## src/common/fdc_cmd_pkg.sv

```systemverilog
package fdc_cmd_pkg;

  // ----------------------------------------------------------------
  // command byte encodings
  // ----------------------------------------------------------------
  localparam logic [7:0] OP_READ_ID_MASK    = 8'hbf;
  localparam logic [7:0] OP_READ_ID_VAL     = 8'h0a;
  localparam logic [7:0] OP_WRITE_MASK      = 8'h3f;
  localparam logic [7:0] OP_WRITE_VAL       = 8'h05;
  localparam logic [7:0] OP_WRITE_DEL_VAL   = 8'h09;
  localparam logic [7:0] OP_FORMAT_MASK     = 8'hbf;
  localparam logic [7:0] OP_FORMAT_VAL      = 8'h0d;
  localparam logic [7:0] OP_SCAN_MASK       = 8'h1f;
  localparam logic [7:0] OP_SCAN_EQ_VAL     = 8'h11;
  localparam logic [7:0] OP_SCAN_LE_VAL     = 8'h19;
  localparam logic [7:0] OP_SCAN_HE_VAL     = 8'h1d;
  localparam logic [7:0] OP_RECAL_VAL       = 8'h07;

  // ----------------------------------------------------------------
  // byte counts and field positions
  // ----------------------------------------------------------------
  localparam logic [3:0] LEN_READ_ID        = 4'h2;
  localparam logic [3:0] LEN_XFER           = 4'h9;
  localparam logic [3:0] LEN_FORMAT         = 4'h6;
  localparam logic [3:0] LEN_RECAL          = 4'h2;
  localparam logic [3:0] LEN_RESULT         = 4'h7;
  localparam logic [3:0] LEN_INVALID        = 4'h1;
  localparam int         BIT_MULTI          = 7;
  localparam int         BIT_DENSITY        = 6;
  localparam int         BIT_SKIP           = 5;
  localparam int         BIT_HEAD           = 2;
  localparam logic [6:0] RECAL_MAX_STEPS    = 7'h4d;
  localparam logic [7:0] ST0_EQUIP_CHECK    = 8'h10;
  localparam logic [7:0] ST0_ABRUPT         = 8'h40;
  localparam logic [7:0] ST0_INVALID        = 8'h80;
  localparam logic [7:0] ST0_SEEK_END       = 8'h20;

  typedef enum logic [2:0] {
    CMD_NONE, CMD_READ_ID, CMD_WRITE, CMD_WRITE_DEL,
    CMD_FORMAT, CMD_SCAN, CMD_RECAL
  } cmd_kind_t;

  typedef enum logic [1:0] {
    SCAN_EQ, SCAN_LE, SCAN_HE
  } scan_mode_t;

  // decoded job handed to the drive engine
  typedef struct packed {
    cmd_kind_t  kind;
    scan_mode_t scan_mode;
    logic       multi_head_sel;
    logic       density_sel;
    logic       skip_deleted_sel;
    logic       head_number;
    logic [1:0] drive_sel;
    logic [7:0] cylinder;
    logic [7:0] head_addr;
    logic [7:0] sector;
    logic [7:0] size_code;
    logic [7:0] end_of_track;
    logic [7:0] gap_len;
    logic [7:0] last_param;
  } job_t;

  // status and position reported back by the engine
  typedef struct packed {
    logic [7:0] st0;
    logic [7:0] st1;
    logic [7:0] st2;
    logic [7:0] cylinder;
    logic [7:0] head_addr;
    logic [7:0] sector;
    logic [7:0] size_code;
  } result_t;

endpackage

```

## src/rtl/fdc_opcode_decode.sv

```systemverilog
`timescale 1ns/1ps
module fdc_opcode_decode (
  input  wire logic [7:0]             i_op,
  output fdc_cmd_pkg::cmd_kind_t      o_kind,
  output fdc_cmd_pkg::scan_mode_t     o_scan_mode,
  output logic       [3:0]            o_len
);
  import fdc_cmd_pkg::*;

  always_comb begin
    o_kind      = CMD_NONE;
    o_scan_mode = SCAN_EQ;
    o_len       = LEN_INVALID;
    if ((i_op & OP_READ_ID_MASK) == OP_READ_ID_VAL) begin
      o_kind = CMD_READ_ID;
      o_len  = LEN_READ_ID;
    end else if ((i_op & OP_WRITE_MASK) == OP_WRITE_VAL) begin
      o_kind = CMD_WRITE;
      o_len  = LEN_XFER;
    end else if ((i_op & OP_WRITE_MASK) == OP_WRITE_DEL_VAL) begin
      o_kind = CMD_WRITE_DEL;
      o_len  = LEN_XFER;
    end else if ((i_op & OP_FORMAT_MASK) == OP_FORMAT_VAL) begin
      o_kind = CMD_FORMAT;
      o_len  = LEN_FORMAT;
    end else if ((i_op & OP_SCAN_MASK) == OP_SCAN_EQ_VAL) begin
      o_kind = CMD_SCAN;
      o_len  = LEN_XFER;
    end else if ((i_op & OP_SCAN_MASK) == OP_SCAN_LE_VAL) begin
      o_kind      = CMD_SCAN;
      o_scan_mode = SCAN_LE;
      o_len       = LEN_XFER;
    end else if ((i_op & OP_SCAN_MASK) == OP_SCAN_HE_VAL) begin
      o_kind      = CMD_SCAN;
      o_scan_mode = SCAN_HE;
      o_len       = LEN_XFER;
    end else if (i_op == OP_RECAL_VAL) begin
      o_kind = CMD_RECAL;
      o_len  = LEN_RECAL;
    end
  end

endmodule

```

## src/rtl/fdc_cmd_seq.sv

```systemverilog
`timescale 1ns/1ps
// How it works
// - read id: two bytes, density bit 6, low bits 1010, head and drive.
// - read id returns seven bytes: status, cylinder, head, sector, size.
// - write data: nine bytes, multi-head, density, low six bits 000101.
// - write data ends with the seven result bytes.
// - write deleted: same nine bytes, low six bits 001001.
// - write deleted ends with the seven result bytes.
// - format: six bytes, bit 7 zero, low bits 001101, then four params.
// - format ends with the seven result bytes.
// - scan equal: nine bytes, low bits 10001, last byte is scan test.
// - scan low or equal recognised by low bits 11001.
// - scan high or equal recognised by low bits 11101.
// - every scan ends with the seven result bytes in order.
// - recalibrate gives no result bytes; back to idle directly.
// - bit 5 of scan opcodes selects skipping deleted sectors.
// - density bit: 0 single density, 1 double density.
// - multi-head bit set: transfer continues onto second head.
// - recalibrate flags equipment check if no track zero after 77 steps.
module fdc_cmd_seq (
  input  wire logic                  i_clk,
  input  wire logic                  i_rst,
  input  wire logic                  i_cmd_valid,
  input  wire logic [7:0]            i_cmd_byte,
  output logic                       o_cmd_ready,
  input  wire logic                  i_res_take,
  output logic                       o_res_valid,
  output logic       [7:0]           o_res_byte,
  output fdc_cmd_pkg::job_t          o_job,
  output logic                       o_job_start,
  output logic                       o_mfm_mode,
  output logic                       o_second_head,
  input  wire logic                  i_job_done,
  input  wire fdc_cmd_pkg::result_t  i_result,
  input  wire logic                  i_head_end,
  output logic                       o_step,
  input  wire logic                  i_track0,
  output logic                       o_busy
);
  import fdc_cmd_pkg::*;

  // ----------------------------------------------------------------
  // state and storage
  // ----------------------------------------------------------------
  typedef enum logic [2:0] {
    S_IDLE, S_PARAM, S_EXEC, S_RECAL, S_RESULT
  } seq_state_t;

  seq_state_t        state_q;
  cmd_kind_t         kind_q;
  scan_mode_t        scan_q;
  logic [3:0]        len_q;
  logic [3:0]        idx_q;
  logic [7:0]        prm_q [0:8];
  logic [7:0]        res_q [0:6];
  logic [3:0]        res_len_q;
  logic [6:0]        steps_q;
  logic [2:0]        t0_sync_q;
  logic              t0_q;
  logic              t0_s;
  cmd_kind_t         dec_kind;
  scan_mode_t        dec_scan;
  logic [3:0]        dec_len;
  logic              take_cmd;
  logic              take_res;
  logic              fixup;

  assign t0_s     = t0_sync_q[1];
  assign take_cmd = i_cmd_valid && o_cmd_ready;
  assign take_res = i_res_take && o_res_valid;
  assign fixup    = (state_q == S_PARAM) && (idx_q == len_q);

  fdc_opcode_decode u_dec (
    .i_op        (i_cmd_byte),
    .o_kind      (dec_kind),
    .o_scan_mode (dec_scan),
    .o_len       (dec_len)
  );

  // ----------------------------------------------------------------
  // track zero pin: three stages, change counts when last two agree
  // ----------------------------------------------------------------
  always_ff @(posedge i_clk or posedge i_rst) begin
    if (i_rst) begin
      t0_sync_q <= 3'h0;
      t0_q      <= 1'b0;
    end else begin
      t0_sync_q <= {t0_sync_q[1:0], i_track0};
      // a level held for one cycle only never reaches t0_q
      if (t0_sync_q[2] == t0_s) begin
        t0_q <= t0_s;
      end
    end
  end

  // ----------------------------------------------------------------
  // command and result sequencing
  // ----------------------------------------------------------------
  always_ff @(posedge i_clk or posedge i_rst) begin
    if (i_rst) begin
      state_q   <= S_IDLE;
      kind_q    <= CMD_NONE;
      scan_q    <= SCAN_EQ;
      len_q     <= 4'h0;
      idx_q     <= 4'h0;
      res_len_q <= 4'h0;
    end else begin
      case (state_q)
        S_IDLE: begin
          if (take_cmd) begin
            kind_q <= dec_kind;
            scan_q <= dec_scan;
            len_q  <= dec_len;
            idx_q  <= 4'h1;
            if (dec_kind == CMD_NONE) begin
              // unknown opcode answers with one status byte
              res_len_q <= LEN_INVALID;
              idx_q     <= 4'h0;
              state_q   <= S_RESULT;
            end else begin
              state_q <= S_PARAM;
            end
          end
        end
        S_PARAM: begin
          if (fixup) begin
            state_q <= (kind_q == CMD_RECAL) ? S_RECAL : S_EXEC;
          end else if (take_cmd) begin
            idx_q <= idx_q + 4'h1;
          end
        end
        S_EXEC: begin
          if (i_job_done) begin
            res_len_q <= LEN_RESULT;
            idx_q     <= 4'h0;
            state_q   <= S_RESULT;
          end
        end
        S_RECAL: begin
          // no result phase; status left for a later sense command
          if (t0_q || steps_q == RECAL_MAX_STEPS) begin
            state_q <= S_IDLE;
          end
        end
        S_RESULT: begin
          if (take_res) begin
            if (idx_q == res_len_q - 4'h1) begin
              state_q <= S_IDLE;
            end
            idx_q <= idx_q + 4'h1;
          end
        end
        default: state_q <= S_IDLE;
      endcase
    end
  end

  // ----------------------------------------------------------------
  // parameter capture
  // ----------------------------------------------------------------
  genvar g;
  generate
    for (g = 0; g < 9; g++) begin : g_prm
      always_ff @(posedge i_clk or posedge i_rst) begin
        if (i_rst) begin
          prm_q[g] <= 8'h00;
        end else if (take_cmd && !fixup &&
                     (state_q == S_PARAM ? idx_q == 4'(g) : g == 0)) begin
          prm_q[g] <= i_cmd_byte;
        end
      end
    end
  endgenerate

  // ----------------------------------------------------------------
  // job and mode outputs
  // ----------------------------------------------------------------
  always_ff @(posedge i_clk or posedge i_rst) begin
    if (i_rst) begin
      o_job         <= '0;
      o_job_start   <= 1'b0;
      o_mfm_mode    <= 1'b0;
      o_second_head <= 1'b0;
    end else begin
      o_job_start <= fixup && kind_q != CMD_RECAL;
      if (fixup) begin
        o_job.kind             <= kind_q;
        o_job.scan_mode        <= scan_q;
        o_job.multi_head_sel   <= prm_q[0][BIT_MULTI] &&
                                  kind_q != CMD_FORMAT &&
                                  kind_q != CMD_READ_ID;
        o_job.density_sel      <= prm_q[0][BIT_DENSITY] &&
                                  kind_q != CMD_RECAL;
        o_job.skip_deleted_sel <= prm_q[0][BIT_SKIP] &&
                                  kind_q == CMD_SCAN;
        o_job.head_number      <= prm_q[1][BIT_HEAD] &&
                                  kind_q != CMD_RECAL;
        o_job.drive_sel        <= prm_q[1][1:0];
        if (kind_q == CMD_FORMAT) begin
          // format carries size, count, gap, fill after the unit byte
          o_job.cylinder     <= 8'h00;
          o_job.head_addr    <= 8'h00;
          o_job.sector       <= 8'h00;
          o_job.size_code    <= prm_q[2];
          o_job.end_of_track <= prm_q[3];
          o_job.gap_len      <= prm_q[4];
          o_job.last_param   <= prm_q[5];
        end else begin
          o_job.cylinder     <= prm_q[2];
          o_job.head_addr    <= prm_q[3];
          o_job.sector       <= prm_q[4];
          o_job.size_code    <= prm_q[5];
          o_job.end_of_track <= prm_q[6];
          o_job.gap_len      <= prm_q[7];
          o_job.last_param   <= prm_q[8];
        end
        o_mfm_mode <= prm_q[0][BIT_DENSITY];
      end
      // second head taken on when first ends a multi-head pass
      if (fixup) begin
        o_second_head <= 1'b0;
      end else if (state_q == S_EXEC && i_head_end &&
                   o_job.multi_head_sel) begin
        o_second_head <= 1'b1;
      end
    end
  end

  // ----------------------------------------------------------------
  // recalibrate stepping
  // ----------------------------------------------------------------
  always_ff @(posedge i_clk or posedge i_rst) begin
    if (i_rst) begin
      steps_q <= 7'h00;
      o_step  <= 1'b0;
    end else begin
      o_step <= 1'b0;
      if (fixup) begin
        steps_q <= 7'h00;
      end else if (state_q == S_RECAL && !t0_q &&
                   steps_q != RECAL_MAX_STEPS && !o_step) begin
        o_step  <= 1'b1;
        steps_q <= steps_q + 7'h01;
      end
    end
  end

  // ----------------------------------------------------------------
  // result bytes
  // ----------------------------------------------------------------
  always_ff @(posedge i_clk or posedge i_rst) begin
    if (i_rst) begin
      for (int k = 0; k < 7; k++) begin
        res_q[k] <= 8'h00;
      end
    end else if (state_q == S_IDLE && take_cmd && dec_kind == CMD_NONE) begin
      res_q[0] <= ST0_INVALID;
    end else if (state_q == S_EXEC && i_job_done) begin
      res_q[0] <= i_result.st0;
      res_q[1] <= i_result.st1;
      res_q[2] <= i_result.st2;
      res_q[3] <= i_result.cylinder;
      res_q[4] <= i_result.head_addr;
      res_q[5] <= i_result.sector;
      res_q[6] <= i_result.size_code;
    end else if (state_q == S_RECAL) begin
      if (t0_q) begin
        res_q[0] <= ST0_SEEK_END | {6'h00, prm_q[1][1:0]};
      end else if (steps_q == RECAL_MAX_STEPS) begin
        res_q[0] <= ST0_SEEK_END | ST0_ABRUPT | ST0_EQUIP_CHECK |
                    {6'h00, prm_q[1][1:0]};
      end
    end
  end

  // ----------------------------------------------------------------
  // host handshake outputs
  // ----------------------------------------------------------------
  always_ff @(posedge i_clk or posedge i_rst) begin
    if (i_rst) begin
      o_cmd_ready <= 1'b0;
      o_res_valid <= 1'b0;
      o_res_byte  <= 8'h00;
      o_busy      <= 1'b0;
    end else begin
      o_busy      <= state_q != S_IDLE;
      o_cmd_ready <= (state_q == S_IDLE && !take_cmd) ||
                     (state_q == S_PARAM && !fixup &&
                      !(take_cmd && idx_q == len_q - 4'h1));
      o_res_valid <= state_q == S_RESULT &&
                     !(take_res && idx_q == res_len_q - 4'h1) &&
                     !take_res;
      // idx runs past the last slot once the phase ends
      if (state_q == S_RESULT) begin
        o_res_byte <= res_q[3'(idx_q)];
      end
    end
  end

endmodule

```

## config.mk

```make
export PLATFORM = sky130hd
export DESIGN_NAME = fdc_cmd_seq
export DESIGN_NICKNAME = d
export VERILOG_FILES = /design/src/common/fdc_cmd_pkg.sv /design/src/rtl/fdc_opcode_decode.sv /design/src/rtl/fdc_cmd_seq.sv
export SDC_FILE = /design/constraint.sdc
export NUM_CORES = 1
export LEC_CHECK = 0
export BUFFER_PORTS_ARGS = -buffer_cell sky130_fd_sc_hd__buf_2
export CORE_MARGIN = 2
export CORE_UTILIZATION = 50
export DETAILED_ROUTE_END_ITERATION = 6
export HOLD_SLACK_MARGIN = 0.12
export PLACE_DENSITY_LB_ADDON = 0.05
export SETUP_SLACK_MARGIN = 0.15
export SLEW_MARGIN = 40
export SYNTH_ARGS = -nofsm -noshare
export SYNTH_HDL_FRONTEND = slang
export SYNTH_SLANG_ARGS = --single-unit
```

## constraint.sdc

```tcl
create_clock -name i_clk -period 6.35 [get_ports i_clk]
set_input_delay 0.3175 -clock i_clk [delete_from_list [all_inputs] [get_ports i_clk]]
set_output_delay 0.3175 -clock i_clk [all_outputs]
set_load 0.02 [all_outputs]
```

==> out/metrics.cfg, run 1 <==
[yosys]
synth_top_area_cell = dfrtp_1
async_reset_ff_frac = 1.00
synthTopCellsByArea = dfrtp_1 (56%), nand2_1 (12%), mux2_2 (5.1%)
synth_top_area_share = 0.559
synth-compound-area-share = 0.0791
yosysWarnings = 0
syn_area_um2 = 10300
synth_adder_area_share = 0.0120
syn_area_per_cell_um2 = 10.2
synth_flop_cell = dfrtp_1
synth_enable_flop_cells = 0
synth_xor_xnor_area_share = 0.0214
netlist_instances = 1002
ys_seq_elements = 229
synth.area.mux_share = 0.100
synth_top_family_by_area = simple AND/OR/NAND/NOR gates
yosys.area_share.simple = 0.193
synth_fp_nets = 1082
ys_types = 72
yosysSeqAreaShare = 0.559

[clock_network]
cts-root-buf = clkbuf_16
clock_path_buffers = 3
clk_pin_slew_ps = 60
numCtsBuffers = 25
cts_resized = 0
cts_tree = built
cts.sinks = 229
htreeDepth = 1
clkLatencyLatePin_ps = 510

[timing]
finalMaxSlewViolations = 0
relSlewSlack = 0.455
clock.fmax_mhz = 351
finalSetupTns_ps = 0
rsz0062_at_grt = no
worst_slew_pin_slew_ps = 816
fin_crit_sh = 0.449
period_needed_ps = 2850
hold_violations = 0
clock_skew_ps = 7.67
finalSetupViolCount = 0

[global_routing]
grt_first_pass_wirelength_mm = 40.6
grt_max_degree = 147
grt_use_total = 0.234
antenna_found_initial = 0
grt_pass1_vias = 7529
overflow = 0

[setup_path]
path_cells = inv_1, nor3_1, nand3_1, nor2b_1, mux2_2
critPathMaxFanout = 12
slowest_stage = nor2b_1
path_class = reg2reg
worstPathArrival_ps = 3240
end_kind = flop
worstSetupStartpointType = flop
critical_path_required_ps = 6740
critPathMaxStageDelay_ps = 690

[layout]
regArea_um2 = 5730
area_delta_synth_final_pct = 23.7
final_cells = 1471
layout-drive-gt1-share = 0.247
finalNetCount = 1264
num-fill-cells = 1685
diodes = 0
multi_input_area_um2 = 4210

[die]
die_w_um = 147
fp.dieH_um = 147
die_area_um2 = 21700
initial_core_util = 0.508
rows = 52
fp.coreArea_um2 = 20200
ios = 153

[route]
num_vias = 7638
wl_mm = 24.6
wl_per_cell_um = 16.7
drt_iter0_markers = 440
routed_via_density = 5.19
drt-pass1-iter-count = 4
ant_nets = 0
drcViolationCount = 0

[worst_hold_path]
hp-class = in2reg

[place]
dp_cells = 1369
portBuffers = 152
gp_congestion = 0.821
dpl.hpwl_mm = 15.6

[run_status]
status = completed

[job]
drv_cap = 0

[power_and_ir_drop]
power.density_nw_per_um2 = 373
max-vdd-ir-drop_v = 0.000301
power.leakage_nw = 6.34

-- placed cells by master (no fill, tap or decap), types with 3 or more instances in the layout --
master and instances:
nand2_1 324, dfrtp_1 227, buf_2 152, dlygate4sd3_1 57
nor2_1 49, mux2_2 46, a31oi_1 34, nand3_1 33
clkbuf_16 25, o211ai_1 19, o21ai_0 18, inv_1 18
mux2i_1 12, xor2_1 11, a21oi_1 9, ha_1 9
nor3_1 8, mux4_2 8, mux2_1 8, mux2_4 8
clkbuf_8 8, o21ai_1 7, buf_4 6, nor2b_1 5
clkinv_2 5, and3_1 4, nand4_1 4, xnor2_1 4
or3_1 3, a22o_1 3, nand4b_1 3, o21a_1 3
nand2b_1 3, bufinv_16 3, clkbuf_1 3
-- state kept, by name (all words and copies together), names as in the netlist --
register and count:
state_q 3, o_res_valid 1, o_busy 1, scan_q 2, o_second_head 1, steps_q 7, o_mfm_mode 1, prm_q 62
idx_q 4, o_job 67, o_res_byte 8, kind_q 3, res_len_q 2, o_step 1, t0_q 1, o_job_start 1
t0_sync_q 3, o_cmd_ready 1, len_q 4, res_q 56
-- final cells by class --
class                           instances  share of cell area
Sequential cell                       229               0.452
Clock inverter                          8             0.00908
Inverter                               19             0.00592
Clock buffer                           36              0.0589
Tap cell                              270              0.0266
Multi-Input combinational cell        689               0.332
Timing Repair Buffer                  220               0.116
-- report_power, final --
| part | internal, mW | switching [mW] | leakage, nW |
|---|---|---|---|
| Clock | 0.933 | 0.568 | 0.431 |
| Combinational | 0.479 | 0.687 | 2.82 |
| Sequential | 1.81 | 0.260 | 3.09 |
-- cells by family (layout without fill, tap and decap cells) --
kind of cell	count (synthesis)	after routing
flip-flops	229	229
adder cells (fa/ha/maj)	10	10
XOR/XNOR	19	19
AO/OA/AOI/OAI	114	114
buffers and inverters	84	283
AND/OR/NAND/NOR	464	464
multiplexers	82	82
-- what timing repair did --
action                    in CTS  in global routing
hold buffers                  57                  0
hold endpoints to repair      76                  0
buffers inserted               0                  0
-- cells in the mapped netlist (2+ instances only) --
cell type / n
nand2_1: 324
dfrtp_1: 229
nor2_1: 51
mux2_2: 46
clkbuf_1: 40
a31oi_1: 34
nand3_1: 34
buf_2: 19
inv_1: 19
o211ai_1: 19
o21ai_0: 18
mux2i_1: 12
xor2_1: 11
a21oi_1: 9
ha_1: 9
mux2_1: 8
mux2_4: 8
mux4_2: 8
nor3_1: 8
o21ai_1: 7
nor2b_1: 6
and3_1: 4
nand2b_1: 4
nand4_1: 4
xnor2_1: 4
a22o_1: 3
buf_4: 3
nand4b_1: 3
nor3b_1: 3
o21a_1: 3
or3_1: 3
a2bb2oi_1: 2
and2_1: 2
buf_1: 2
nand4bb_1: 2
o221a_1: 2
or2_1: 2
xnor2_2: 2
xnor2_4: 2
-- path summary, 6_finish.rpt --
kind | startpoint | end | slack, ps | cells after the start
worst max register to register | state_q[0]$_DFFE_PP0P_ | prm_q[55]$_DFFE_PP0P_ | 3500 | 5
worst min register to register | t0_sync_q[0]$_DFF_PP0_ | t0_sync_q[1]$_DFF_PP0_ | 350 | 0
max in group asynchronous | i_rst | idx_q[1]$_DFFE_PP0P_ | 4780 | 5
worst max-delay path | state_q[0]$_DFFE_PP0P_ | prm_q[55]$_DFFE_PP0P_ | 3500 | 5
worst min-delay path | i_res_take | o_res_valid$_DFF_PP0_ | 180 | 4
min in group asynchronous | i_rst | o_mfm_mode$_DFFE_PP0P_ | 400 | 3
-- worst max-delay path: cells and delay by family (launching register included) --
family,cells,cell delay [ps]
buffers and inverters,1,230
flip-flops,1,630
multiplexers,1,410
AND/OR/NAND/NOR,3,1470
-- metal layers --
layer / track usage / vias to the layer above / part of all wire
li1: - / 3738 / -
met1: 0.338 / 3695 / 0.47
met2: 0.382 / 174 / 0.47
met3: 0.0329 / 31 / 0.042
met4: 0.0462 / 0 / 0.017
met5: 0 / - / 0
-- per-stage QoR --
step / power [mW] / instance area [um^2] / worst slack, ps / utilization / hold slack [ps]
after global placement: 3.21 / 11200 / 3080 / 0.554 / 339
after detailed placement: 3.23 / 11200 / 3510 / 0.556 / 340
after CTS: 4.78 / 12600 / 3480 / 0.627 / 151
after floorplan: 2.84 / 10300 / 3040 / - / 331
after global routing: 5.02 / 12700 / 3330 / 0.629 / 200
final: 4.73 / 12700 / 3500 / 0.629 / 177
(Power assumes the default switching activity.)
==> run 2, diff against run 1 <==
Settings changed: ABC_AREA set to 1.
Clock period 6.35 ns to 2.6 ns, I/O delays scaled along.
==> out/metrics.cfg, run 2 <==
[yosys]
synth_enable_flop_cells = 0
async_reset_ff_frac = 1.00
ys_seq_elements = 229
synth_flop_cell = dfrtp_1
netlist_instances = 1188
yosysWarnings = 0
synth_fp_nets = 1268
syn_area_per_cell_um2 = 8.67
syn_area_um2 = 10300
synth_common_cells = nand2_1 (429), dfrtp_1 (229), nor2_1 (82), o21ai_0 (70), inv_1 (49)
synthTopCellsByArea = dfrtp_1 (56%), nand2_1 (16%), o21ai_0 (3.4%)
synth.most_common_cell = nand2_1
yosysSeqAreaShare = 0.556
synth_top_area_share = 0.556
synth_top_area_cell = dfrtp_1
ys_types = 40

[layout]
finalNetCount = 1473
layout-drive-gt1-share = 0.174
mostFrequentLayoutCells = nand2_1 (429), dfrtp_1 (229), buf_2 (152)
largest_register = o_job
largestRegisters = o_job (67), prm_q (62), res_q (56)
diodes = 0
area_delta_synth_final_pct = 24.9
final_common_cell = nand2_1
num-fill-cells = 1737
largest_register_ffs = 67

[die]
fp.coreArea_um2 = 20200
rows = 52
die_area_um2 = 21800
initial_core_util = 0.509
ios = 153
fp.dieH_um = 148
die_w_um = 148

[setup_path]
critPathMaxFanout = 13
end_kind = flop
worstSetupStartpointType = flop
worstPathArrival_ps = 2440
critical_path_required_ps = 3010
path_class = reg2reg

[route]
routed_via_density = 5.23
drt-pass1-iter-count = 5
num_vias = 8797
drcViolationCount = 0
wl_per_cell_um = 16.0
wl_mm = 27.0
ant_nets = 0
drt_iter0_markers = 608

[power_and_ir_drop]
max-vdd-ir-drop_v = 0.000589
power.density_nw_per_um2 = 980
power.leakage_nw = 6.61

[clock_network]
numCtsBuffers = 26
cts_resized = 0
cts_tree = built
cts_hold_buffers = 68
cts.sinks = 229
cts-root-buf = clkbuf_16
htreeDepth = 1
clk_pin_slew_ps = 60
clock_path_buffers = 3
clkLatencyLatePin_ps = 530
post_cts_buffers = 0

[place]
dp_slack_ps = 593
dpl.hpwl_mm = 17.6
gp_congestion = 0.817
portBuffers = 152

[global_routing]
grt_use_total = 0.252
grt_pass1_vias = 8354
grt_max_degree = 84
antenna_found_initial = 0
grt_first_pass_wirelength_mm = 44.7
overflow = 0

[timing]
hold_violations = 0
rsz0062_at_grt = no
finalSetupTns_ps = 0
relSlewSlack = 0.533
clock.fmax_mhz = 494
worst_slew_pin_slew_ps = 698
fin_ws_ps = 576
finalMaxSlewViolations = 0
period_needed_ps = 2020
clock_skew_ps = 10.0
finalSetupViolCount = 0
fin_crit_sh = 0.779

[job]
drv_cap = 0

[run_status]
status = completed

[worst_hold_path]
hp-class = in2reg

run 2: changes by cell type after synthesis, sizes merged, moves of 6 or more:
cell and change:
nor2 +36, mux4 -8, clkbuf -6, nor2b -6
mux2i -12, o21ai +101, inv +37, o31ai +31
nand2 +114, mux2 -62, nand4 +8
run 2: through the flow:
step	cell area (um^2)	std cells	power [mW]	utilization	hold slack, ps
6_report	12900	1683	12.6	0.636	148
5_1_grt	12900	1683	13.4	0.636	146
4_1_cts	12900	1683	12.7	0.636	130
3_5_place_dp	11300	1567	8.79	0.558	260
3_3_place_gp	11300	1567	8.73	0.558	266
2_1_floorplan	10300	1188	7.55	-	161
run 2: cell type report:
cell class                 count  area, um^2  share of cell area
timing repair buffer         237        1630               0.127
sequential                   229        5730               0.445
clock inverter                14         188              0.0146
tap                          270         338              0.0263
inverter                      59         230              0.0179
clock buffer                  34         701              0.0545
multi-input combinational    840        4050               0.315
run 2: path summary, 6_finish.rpt:
kind | slack (ps) | depth (start not counted) | to | startpoint
min in group asynchronous | 260 | 3 | res_q[50]$_DFFE_PP0P_ | i_rst
max | 580 | 8 | res_q[48]$_DFFE_PP0P_ | state_q[0]$_DFFE_PP0P_
max in group asynchronous | 1550 | 4 | prm_q[1]$_DFFE_PP0P_ | i_rst
min reg2reg | 370 | 0 | t0_sync_q[1]$_DFF_PP0_ | t0_sync_q[0]$_DFF_PP0_
max reg2reg | 580 | 8 | res_q[48]$_DFFE_PP0P_ | state_q[0]$_DFFE_PP0P_
min | 150 | 3 | prm_q[6]$_DFFE_PP0P_ | i_cmd_byte[6]
run 2: routing by layer:
metal / up-vias / GRT usage / part of all wire
met5: - / 0 / 0
met4: 0 / 0.0495 / 0.017
met3: 38 / 0.0383 / 0.057
met2: 246 / 0.388 / 0.45
met1: 4164 / 0.385 / 0.48
li1: 4349 / - / -
run 2: critical path: stages, from the launching register on:
cell,delay (ps)
dfrtp_1,450
nor2_4,190
nand2_4,100
nor2_8,150
inv_2,110
nor3_2,310
nand2_1,340
o211ai_1,190
nand2_1,70
run 2: power by group:
group          switching, mW  leakage (nW)  total, mW  internal (mW)
Combinational           2.46          3.11       3.72           1.27
Clock                   1.49         0.437       3.79           2.30
Sequential             0.623          3.06       5.10           4.47
run 2: cells by family after synthesis:
group | after synthesis | synth area share
xor gates and xnor gates | 15 | 0.0128
adders and majority gates | 10 | 0.0119
DFF | 229 | 0.556
and+or+nand+nor | 590 | 0.236
buffers and inverters | 119 | 0.0514
AOI/OAI and AO/OA | 225 | 0.132
